### src/logic/brd_pkg.sv
// brd_pkg: constants, windows and carrier types of the boot remap decoder.
// assumes a single 32-bit processor bus and one core clock domain.
package brd_pkg;

  // memory select regions, index order is also overlap priority (high wins)
  localparam int NUM_MEM    = 4;
  localparam int MEM_ROM    = 0;
  localparam int MEM_PFLASH = 1;
  localparam int MEM_DFLASH = 2;
  localparam int MEM_RAM    = 3;

  // region size code: bytes = MIN_REGION_BYTES << code, 1 kB .. 16 MB
  localparam int          SIZE_CODE_W      = 4;
  localparam logic [3:0]  SIZE_CODE_MAX    = 4'hE;
  localparam logic [31:0] MIN_REGION_BYTES = 32'h0000_0400;
  localparam int          BASE_LSB         = 10;

  // reset map
  localparam logic [31:0] RST_BASE [NUM_MEM] =
    '{32'h0000_0000, 32'h0001_0000, 32'h0001_8800, 32'h0001_9000};
  localparam logic [3:0]  RST_SIZE [NUM_MEM] = '{4'h6, 4'h5, 4'h1, 4'h2};

  // normal map: only boot rom and program flash move
  localparam logic [31:0] NORM_ROM_BASE    = 32'h0001_0000;
  localparam logic [3:0]  NORM_ROM_SIZE    = 4'h2;
  localparam logic [31:0] NORM_PFLASH_BASE = 32'h0000_0000;
  localparam logic [3:0]  NORM_PFLASH_SIZE = 4'h5;

  // target organisation
  localparam int ROM_IMAGE_W     = 12;
  localparam int PFLASH_WORD_W   = 13;
  localparam int PFLASH_PAGE_LSB = 10;
  localparam int PFLASH_PAGE_W   = 5;
  localparam int DFLASH_WORD_W   = 9;
  localparam int DFLASH_PAGE_LSB = 5;
  localparam int DFLASH_PAGE_W   = 6;
  localparam int RAM_WORD_W      = 10;
  localparam int WORD_LSB        = 2;

  // decoder's own configuration window and register offsets
  localparam logic [31:0] CFG_LO            = 32'hFFFF_FE00;
  localparam logic [31:0] CFG_HI            = 32'hFFFF_FEFF;
  localparam logic [7:0]  OFS_MAP_CTRL      = 8'h00;
  localparam logic [7:0]  OFS_REGION_BASE   = 8'h10;
  localparam logic [7:0]  OFS_REGION_END    = 8'h30;
  localparam int          REGION_STRIDE_SH  = 3;
  localparam int          REGION_SIZE_BIT   = 2;
  localparam int          MAPCTRL_NORMAL    = 0;
  localparam int          MAPCTRL_ROMCTL    = 1;

  // fixed peripheral windows
  localparam int NUM_PERIPH = 23;
  localparam logic [31:0] PERIPH_LO [NUM_PERIPH] = '{
    32'h0002_0000, 32'h0003_0000, 32'h0004_0000, 32'h0005_0000, 32'h0006_0000,
    32'h0007_0000, 32'h0008_0000, 32'h0009_0000, 32'h000A_0000, 32'h000B_0000,
    32'h000C_0000, 32'h000D_0000, 32'h000E_0000, 32'hFFF7_EC00, 32'hFFF7_ED00,
    32'hFFF7_F000, 32'hFFF7_F600, 32'hFFF7_FA00, 32'hFFF7_FD00, 32'hFFFF_FD00,
    32'hFFFF_FF20, 32'hFFFF_FF40, 32'hFFFF_FFD0};
  localparam logic [31:0] PERIPH_HI [NUM_PERIPH] = '{
    32'h0002_00FF, 32'h0003_00FF, 32'h0004_00FF, 32'h0005_00FF, 32'h0006_00FF,
    32'h0007_00FF, 32'h0008_00FF, 32'h0009_00FF, 32'h000A_00FF, 32'h000B_00FF,
    32'h000C_00FF, 32'h000D_00FF, 32'h000E_00FF, 32'hFFF7_ECFF, 32'hFFF7_EDFF,
    32'hFFF7_F0FF, 32'hFFF7_F6FF, 32'hFFF7_FAFF, 32'hFFF7_FDFF, 32'hFFFF_FDFF,
    32'hFFFF_FF37, 32'hFFFF_FF50, 32'hFFFF_FFEC};

  typedef enum {MAP_RESET, MAP_NORMAL} brd_map_t;
  typedef enum {CFG_FIRST, CFG_ANSWER} brd_cfg_state_t;

  typedef struct packed {
    logic        valid;
    logic        write;
    logic        priv;
    logic [31:0] addr;
    logic [31:0] wdata;
  } brd_req_t;

  typedef struct packed {
    logic        ready;
    logic        error;
    logic [31:0] rdata;
  } brd_rsp_t;

  typedef struct packed {
    logic rom;
    logic pflash;
    logic dflash;
    logic ram;
  } brd_mem_sel_t;

  typedef struct packed {
    logic [ROM_IMAGE_W-1:0]   romByte;
    logic [PFLASH_WORD_W-1:0] pflashWord;
    logic [PFLASH_PAGE_W-1:0] pflashPage;
    logic [DFLASH_WORD_W-1:0] dflashWord;
    logic [DFLASH_PAGE_W-1:0] dflashPage;
    logic [RAM_WORD_W-1:0]    ramWord;
  } brd_local_t;

endpackage

### src/logic/brd_region_match.sv
// brd_region_match: inclusive address range compare for one select window.
// assumes lo and hi are stable for the cycle in which addr is decoded.
module brd_region_match #(
  parameter int AW = 32
) (
  // address under decode
  input  wire logic [AW-1:0] addr,
  // window bounds, both inclusive
  input  wire logic [AW-1:0] lo,
  input  wire logic [AW-1:0] hi,
  // result
  output logic               hit
);
  // range form covers windows that are not power-of-two aligned
  assign hit = (addr >= lo) && (addr <= hi);
endmodule

### src/logic/brd_memory_select_decoder.sv
// brd_memory_select_decoder: memory and peripheral selects for the single processor bus.
// assumes one bus master holding its request until ready, and targets answering via targetReady.
//
// Summary of operation
// - all accesses share one bus; every target owns a distinct address range
// - reset map: boot rom at 0x0..0xFFFF, 4K image mirrored sixteen times
// - reset map: pflash 0x10000, data flash 0x18800, ram 0x19000
// - normal map: pflash at 0x0..0x7FFF, rom from 0x10000; others unchanged
// - pflash is 8k x 32 words with 1 kB erase pages
// - data flash is 512 x 32 with 32-byte pages, target applies ecc
// - data ram is 1k x 32, 4 kB
// - the first 20 peripherals own 256-byte windows at their bases; the last three span 24, 17 and 29 bytes
// - reset runs from boot rom; valid short checksum hands over to pflash
// - failed short checksum: full 32 kB check, valid hands over to pflash
// - no valid checksum: rom keeps control and reaches all memory
// - each memory region is sized 1 kB to 16 MB by configuration
// - every configuration register access costs one wait state
// - configuration writes only accepted from privileged mode
module brd_memory_select_decoder (
  // clock and reset
  input  wire logic                        core_clk,
  input  wire logic                        rst,
  // processor bus
  input  brd_pkg::brd_req_t                busReq,
  input  wire logic                        targetReady,
  output brd_pkg::brd_rsp_t                busRsp,
  // target selects and local addresses
  output brd_pkg::brd_mem_sel_t            memSel,
  output logic [brd_pkg::NUM_PERIPH-1:0]   periphSel,
  output brd_pkg::brd_local_t              localAddr,
  // boot status
  output logic                             romInControl
);
  import brd_pkg::*;

  // configuration state
  logic [31:0]            regionBase_reg [NUM_MEM];
  logic [SIZE_CODE_W-1:0] regionSize_reg [NUM_MEM];
  brd_map_t               mapMode_reg;
  brd_cfg_state_t         cfgState_reg;
  logic [31:0]            cfgRdata_reg;

  // decode nets
  wire logic [31:0]            addr = busReq.addr;
  logic      [31:0]            regionHi  [NUM_MEM];
  logic      [31:0]            regionOfs [NUM_MEM];
  logic      [NUM_MEM-1:0]     memHit;
  logic      [NUM_PERIPH-1:0]  periphHit;
  logic                        cfgWinHit;
  logic                        cfgAccess;
  logic                        anyMem;
  logic                        anyPeriph;
  logic                        unmapped;
  logic                        cfgAnswer;
  logic                        cfgCommit;
  logic                        cfgDenied;
  logic [7:0]                  cfgOfs;
  logic                        cfgIsMap;
  logic                        cfgIsRegion;
  logic [1:0]                  cfgRegion;
  logic                        cfgIsSize;
  logic [SIZE_CODE_W-1:0]      wrSize;
  logic [31:0]                 wrBase;
  logic [31:0]                 cfgReadValue;

  // region bounds follow the configured base and size code
  genvar g;
  generate
    for (g = 0; g < NUM_MEM; g++)
    begin : g_mem
      assign regionHi[g]  = regionBase_reg[g]
                            + ((MIN_REGION_BYTES << regionSize_reg[g]) - 32'h1);
      assign regionOfs[g] = addr - regionBase_reg[g];
      brd_region_match #(.AW(32)) u_mem (
        .addr (addr),
        .lo   (regionBase_reg[g]),
        .hi   (regionHi[g]),
        .hit  (memHit[g])
      );
    end
    for (g = 0; g < NUM_PERIPH; g++)
    begin : g_periph
      brd_region_match #(.AW(32)) u_periph (
        .addr (addr),
        .lo   (PERIPH_LO[g]),
        .hi   (PERIPH_HI[g]),
        .hit  (periphHit[g])
      );
    end
  endgenerate

  brd_region_match #(.AW(32)) u_cfg (
    .addr (addr),
    .lo   (CFG_LO),
    .hi   (CFG_HI),
    .hit  (cfgWinHit)
  );

  // one select at most: own window first so a bad map can always be repaired,
  // then memories (highest index wins on overlap), then peripherals
  assign cfgAccess     = busReq.valid && cfgWinHit;
  assign memSel.ram    = busReq.valid && !cfgWinHit && memHit[MEM_RAM];
  assign memSel.dflash = busReq.valid && !cfgWinHit && memHit[MEM_DFLASH]
                         && !memHit[MEM_RAM];
  assign memSel.pflash = busReq.valid && !cfgWinHit && memHit[MEM_PFLASH]
                         && !memHit[MEM_DFLASH] && !memHit[MEM_RAM];
  assign memSel.rom    = busReq.valid && !cfgWinHit && memHit[MEM_ROM]
                         && !memHit[MEM_PFLASH] && !memHit[MEM_DFLASH]
                         && !memHit[MEM_RAM];
  assign anyMem        = |memHit;
  assign anyPeriph     = |periphHit;
  assign periphSel     = (busReq.valid && !cfgWinHit && !anyMem) ? periphHit
                                                                 : '0;
  assign unmapped      = busReq.valid && !cfgWinHit && !anyMem && !anyPeriph;

  // offsets inside each target; the rom wraps its 4K image over the region
  assign localAddr.romByte    = regionOfs[MEM_ROM][ROM_IMAGE_W-1:0];
  assign localAddr.pflashWord =
    regionOfs[MEM_PFLASH][WORD_LSB +: PFLASH_WORD_W];
  assign localAddr.pflashPage =
    regionOfs[MEM_PFLASH][PFLASH_PAGE_LSB +: PFLASH_PAGE_W];
  assign localAddr.dflashWord =
    regionOfs[MEM_DFLASH][WORD_LSB +: DFLASH_WORD_W];
  assign localAddr.dflashPage =
    regionOfs[MEM_DFLASH][DFLASH_PAGE_LSB +: DFLASH_PAGE_W];
  assign localAddr.ramWord    = regionOfs[MEM_RAM][WORD_LSB +: RAM_WORD_W];

  // configuration register decode
  assign cfgOfs      = addr[7:0];
  assign cfgIsMap    = (cfgOfs == OFS_MAP_CTRL);
  assign cfgIsRegion = (cfgOfs >= OFS_REGION_BASE) && (cfgOfs < OFS_REGION_END)
                       && (cfgOfs[1:0] == 2'h0);
  assign cfgRegion   = 2'((cfgOfs - OFS_REGION_BASE) >> REGION_STRIDE_SH);
  assign cfgIsSize   = cfgOfs[REGION_SIZE_BIT];

  // second cycle of a config access answers; the first only inserts the wait
  assign cfgAnswer = cfgAccess && (cfgState_reg == CFG_ANSWER);
  assign cfgDenied = cfgAnswer && busReq.write && !busReq.priv;
  assign cfgCommit = cfgAnswer && busReq.write && busReq.priv;

  // oversized codes clamp to 16 MB, bases keep 1 kB granularity
  assign wrSize = (busReq.wdata[SIZE_CODE_W-1:0] > SIZE_CODE_MAX)
                  ? SIZE_CODE_MAX : busReq.wdata[SIZE_CODE_W-1:0];
  assign wrBase = {busReq.wdata[31:BASE_LSB], {BASE_LSB{1'b0}}};

  // read mux: unused offsets in the window read as zero
  always_comb
  begin
    cfgReadValue = 32'h0000_0000;
    if (cfgIsMap)
    begin
      cfgReadValue[MAPCTRL_NORMAL] = (mapMode_reg == MAP_NORMAL);
      cfgReadValue[MAPCTRL_ROMCTL] = (mapMode_reg == MAP_RESET);
    end
    else if (cfgIsRegion && cfgIsSize)
    begin
      cfgReadValue[SIZE_CODE_W-1:0] = regionSize_reg[cfgRegion];
    end
    else if (cfgIsRegion)
    begin
      cfgReadValue = regionBase_reg[cfgRegion];
    end
  end

  // wait-state sequencer for the decoder's own registers
  always_ff @(posedge core_clk)
  begin
    if (rst)
    begin
      cfgState_reg <= CFG_FIRST;
      cfgRdata_reg <= 32'h0000_0000;
    end
    else
    begin
      case (cfgState_reg)
        CFG_FIRST:
        begin
          if (cfgAccess)
          begin
            cfgState_reg <= CFG_ANSWER;
            cfgRdata_reg <= cfgReadValue;
          end
        end
        CFG_ANSWER:
        begin
          cfgState_reg <= CFG_FIRST;
        end
        default:
        begin
          cfgState_reg <= CFG_FIRST;
        end
      endcase
    end
  end

  // map state: the whole map swaps in one edge at the end of the write, so
  // the next decoded access already sees the new map and never a blend
  always_ff @(posedge core_clk)
  begin
    if (rst)
    begin
      mapMode_reg <= MAP_RESET;
      for (int i = 0; i < NUM_MEM; i++)
      begin
        regionBase_reg[i] <= RST_BASE[i];
        regionSize_reg[i] <= RST_SIZE[i];
      end
    end
    else if (cfgCommit && cfgIsMap)
    begin
      if (busReq.wdata[MAPCTRL_NORMAL])
      begin
        mapMode_reg                 <= MAP_NORMAL;
        regionBase_reg[MEM_ROM]     <= NORM_ROM_BASE;
        regionSize_reg[MEM_ROM]     <= NORM_ROM_SIZE;
        regionBase_reg[MEM_PFLASH]  <= NORM_PFLASH_BASE;
        regionSize_reg[MEM_PFLASH]  <= NORM_PFLASH_SIZE;
      end
      else
      begin
        mapMode_reg                 <= MAP_RESET;
        regionBase_reg[MEM_ROM]     <= RST_BASE[MEM_ROM];
        regionSize_reg[MEM_ROM]     <= RST_SIZE[MEM_ROM];
        regionBase_reg[MEM_PFLASH]  <= RST_BASE[MEM_PFLASH];
        regionSize_reg[MEM_PFLASH]  <= RST_SIZE[MEM_PFLASH];
      end
    end
    else if (cfgCommit && cfgIsRegion && cfgIsSize)
    begin
      regionSize_reg[cfgRegion] <= wrSize;
    end
    else if (cfgCommit && cfgIsRegion)
    begin
      regionBase_reg[cfgRegion] <= wrBase;
    end
  end

  // rom keeps control until firmware, having found a valid short or full
  // checksum, selects the normal map; meanwhile the reset map reaches every
  // memory and window, which the rom's bus loader relies on
  assign romInControl = (mapMode_reg == MAP_RESET);

  // answer: config cycles wait once, unmapped and denied answer with error,
  // everything else takes the selected target's own ready
  assign busRsp.ready = cfgAccess ? cfgAnswer
                      : (unmapped ? busReq.valid : (busReq.valid && targetReady));
  assign busRsp.error = unmapped || cfgDenied;
  assign busRsp.rdata = cfgRdata_reg;

endmodule

### config.mk
export PLATFORM = sky130hd
export DESIGN_NAME = brd_memory_select_decoder
export DESIGN_NICKNAME = d
export VERILOG_FILES = /design/src/logic/brd_pkg.sv /design/src/logic/brd_region_match.sv /design/src/logic/brd_memory_select_decoder.sv
export SDC_FILE = /design/constraint.sdc
export NUM_CORES = 1
export LEC_CHECK = 0
export BUFFER_PORTS_ARGS = -buffer_cell sky130_fd_sc_hd__buf_2
export CAP_MARGIN = 20
export CORE_MARGIN = 10
export CORE_UTILIZATION = 40
export CTS_CLUSTER_DIAMETER = 60
export DETAILED_ROUTE_END_ITERATION = 10
export PLACE_DENSITY = 0.62
export SETUP_SLACK_MARGIN = 0.2
export SYNTH_ARGS = -nofsm -noshare
export SYNTH_HDL_FRONTEND = slang
export SYNTH_SLANG_ARGS = --single-unit
### constraint.sdc
create_clock -name core_clk -period 7.5 [get_ports core_clk]
set_input_delay 1.5 -clock core_clk [delete_from_list [all_inputs] [get_ports core_clk]]
set_output_delay 1.5 -clock core_clk [all_outputs]
set_load 0.05 [all_outputs]
==> reports/qor.log <==
qor: clock_tree.cts_buffer_depth 2
qor: routing.top_signal_layer_used met4
qor: floorplanning.row_cnt 73
qor: global_routing.grt_pass1_vias 14.88k
qor: critical_path.timing.critical_path.to_type primary output
qor: critical_path.path_class reg -> out
qor: timing.final-setup-viol-count 0
qor: floorplanning.floorplan.die.width 221.2 µm
qor: power_and_ir_drop.pwr_density_cell 157.3 nW/µm²
qor: synthesis.synthDominantAreaCellType ha_1
qor: finish.final_nets 2579
qor: min_path.hp-class reg -> reg
qor: clock_tree.path_clk_slew 0.06 ns
qor: timing.clock-skew-final 0.008301 ns
qor: synthesis.synth_top_area_frac 0.2472
qor: min_path.hold_depth 2
qor: routing.antenna_violating_nets_post_route 0
qor: floorplanning.die_height 221.2 µm
qor: critical_path.slack_of_the_worst_reg_to_reg_path 5.07 ns
qor: synthesis.post_synth_main_area_contributors ha_1, edfxtp_1, inv_1
qor: synthesis.syn_area_per_cell 8.528 µm²
qor: floorplanning.placeableCoreArea 39910 µm²
qor: synthesis.synth_sequential_area_ratio 0.2275
qor: critical_path.data_arrival_at_the_endpoint_of_the_critical_path 5.99 ns
qor: critical_path.rr_endpoint regionBase_reg[0][14]$_SDFFCE_PN0P_
qor: routing.wire_per_inst 19.54 µm
qor: finish.layout-drive-gt1-share 0.2419
qor: critical_path.crit_buf_inv 6
qor: timing.layout_min_cycle_time 7.491 ns
qor: clock_tree.clk_latency 0.44 ns
qor: global_routing.global_route.usage.total 0.2075
qor: synthesis.synth_top_cells_by_count ha_1, inv_1, nand2_1, a21oi_1, edfxtp_1
qor: clock_tree.cts_buffers 17
qor: synthesis.yosys.cell_types.count 73
qor: critical_path.worst_reg_to_reg_path_cell_count 5
qor: synthesis.synthMostInstantiatedCell ha_1
qor: synthesis.synth_warnings 0
qor: routing.remaining_routing_drc_violations 0
qor: timing.fin_setup_tns 0 ns
qor: timing.max-slew-margin-rel 0.4482
qor: critical_path.crit_family compound AO/OA/AOI/OAI gates
qor: critical_path.critPathMaxStageDelay 0.46 ns
qor: global_routing.overflow_left_after_global_routing 0
qor: clock_tree.post_cts_hold_buffer_count 0
qor: clock_tree.clock-root-buffer clkbuf_16
qor: synthesis.most_used_flip_flop_cell_after_synthesis edfxtp_1
qor: floorplanning.floorplan.die_area 48930 µm²
qor: routing.routedLengthMet1 21960 µm
qor: clock_tree.clock_tree.htree_level_count 4
qor: synthesis.ys_seq_elements 132
qor: routing.met2_wirelength 26150 µm
qor: routing.drt_pre_antenna_iters 7
qor: flow_run.timing.max_cap.violations 0
qor: critical_path.crit-reg2reg-launch cfgState_reg[0]$_SDFFE_PP0P_
qor: synthesis.syn-instance-count 1899
qor: synthesis.syn-cell-area 16190 µm²
qor: critical_path.timing.critical_path.slowest_stage_cell edfxtp_1
qor: critical_path.path_common_cell buf_6
qor: routing.dr_total_vias 14.96k
qor: min_path.hold_path.startpoint cfgRdata_reg[23]$_SDFFE_PP0P_
qor: power_and_ir_drop.p_leak 9.864 nW
qor: routing.route.detailed.vias_per_inst 5.498
qor: critical_path.critPathLaunchType register
qor: critical_path.worst_ep_required_time 6.00 ns
qor: timing.tightest_slew 0.8201 ns
qor: global_routing.grt_first_pass_wirelength 81070 µm
qor: timing.layout_worst_path_cycle_share 0.9988
qor: clock_tree.cts_num_sinks 132
qor: timing.timing_hold_violations_final 0
qor: placed_design.place_congestion 0.9496
qor: routing.dr_iter_0_viols 1098
qor: routing.finalWirelength 53160 µm
qor: clock_tree.tritoncts_clock_tree built
qor: floorplanning.initial_core_util 0.4057
qor: floorplanning.num_io_pins 187
qor: critical_path.crit_path_max_fo 3
qor: global_routing.grt_antenna_before_repair 1
qor: timing.grt_setup_unrepaired yes
qor: min_path.worstHoldEndpoint cfgRdata_reg[23]$_SDFFE_PP0P_
qor: placed_design.dp.cells 2656
qor: timing.max_freq 133.5 MHz
qor: timing.timing_max_transition_violations_final 0
qor: routing.met3_wirelength 3075 µm
qor: placed_design.io_buffers 174
qor: finish.stdcell_count 2721
qor: placed_design.dpl.hpwl 43190 µm
qor: global_routing.pin_count_of_the_biggest_net_entering_global_routing 39
qor: run_status.status completed
qor: finish.area.growth.synth_to_final 24.38%
qor: synthesis.async_flop_share 0
qor: synthesis.synth_enable_flop_cells 104
qor: finish.largest_reg_flops 88
qor: power_and_ir_drop.max_vdd_drop 0.1695 mV
area by class of cell:
cell class,instances,area (µm²)
antenna,1,2.502
clock buffer,18,429.2
clock inverter,14,177.7
fill,3718,19770
inverter,265,997.2
multi-input combinational,1424,11800
sequential,132,3684
tap,525,656.9
timing repair buffer,342,2396
per-layer routing:
metal | global-route usage | up-vias
met5 | 0 | -
met4 | 0.08763 | 0
met3 | 0.03006 | 88
met2 | 0.3592 | 444
met1 | 0.2515 | 7125
li1 | - | 7304
cell families (layout without fill, tap and decap cells):
kind of cell | Yosys count | in the layout | synth area share
AO/OA/AOI/OAI | 358 | 358 | 0.1442
XOR/XNOR | 70 | 70 | 0.03786
adder cells (fa/ha/maj) | 327 | 327 | 0.2559
buffers and inverters | 348 | 639 | 0.09380
flip-flops | 132 | 132 | 0.2275
multiplexers | 26 | 26 | 0.03616
other | 1 | 7 | 0.0002316
AND/OR/NAND/NOR | 637 | 637 | 0.2044
tightest hold or removal path, stage by stage (launching register included):
cell	delay, ns
dfxtp_1	0.31
nand2_1	0.05
a21oi_1	0.05
cell usage in the layout (no fill, tap or decap), drive strengths merged, types with 8 or more instances in the layout:
cell and count:
clkbuf 18, xor2 41, or2 14, ha 320, nand3 79, a21oi 114
nor3 43, nand4 50, mux4 26, o21a 9, nor4 28, or3 16
dfxtp 28, nand2 133, and3 12, and2 86, buf 342, o211ai 8
a21o 84, inv 268, edfxtp 104, o21ai 56, nor2b 33, xnor2 29
a31oi 15, nor2 102, nand2b 25
how the worst max path moves through the flow:
| stage | from | end | slack, ns | depth (start not counted) |
|---|---|---|---|---|
| 2_1_floorplan | regionSize_reg[3][1]$_SDFFCE_PN1P_ | periphSel[0] | -0.35 | 26 |
| 3_3_place_gp | regionSize_reg[2][3]$_SDFFCE_PN0P_ | periphSel[0] | -0.33 | 29 |
| 3_5_place_dp | regionSize_reg[2][3]$_SDFFCE_PN0P_ | periphSel[3] | -0.44 | 30 |
| 4_1_cts | regionSize_reg[2][1]$_SDFFCE_PN0P_ | busRsp[33] | -0.006 | 30 |
| 5_1_grt | regionSize_reg[1][0]$_SDFFCE_PN1P_ | periphSel[8] | -0.26 | 26 |
| 6_report | regionSize_reg[1][0]$_SDFFCE_PN1P_ | busRsp[33] | 0.009 | 27 |
metrics by stage:
stage | hold WS (ns) | setup WS [ns] | total power [mW] | cell area [µm²] | util
after floorplan | 0.4359 | -0.3530 | 1.783 | 16420 | -
after global placement | 0.4376 | -0.3348 | 2.146 | 18490 | 0.4632
after detailed placement | 0.4423 | -0.4445 | 2.185 | 18490 | 0.4632
after CTS | 0.4507 | -0.006462 | 3.121 | 19780 | 0.4956
after global routing | 0.4738 | -0.2584 | 3.357 | 20140 | 0.5047
final | 0.4499 | 0.008876 | 3.168 | 20140 | 0.5047
power by group:
part / internal [mW] / switching, mW / leakage (nW)
Sequential: 0.817 / 0.0294 / 1.22
Combinational: 0.614 / 0.835 / 8.36
Clock: 0.526 / 0.346 / 0.284
Total: 1.96 / 1.21 / 9.86
what timing repair did:
action,in CTS,in global routing
gates resized for setup,128,72
gates cloned,0,0
endpoints found under the hold margin,0,0
endpoints found under the setup margin,29,29
setup buffers,23,9
pin swaps,57,34
(Power assumes the default switching activity.)
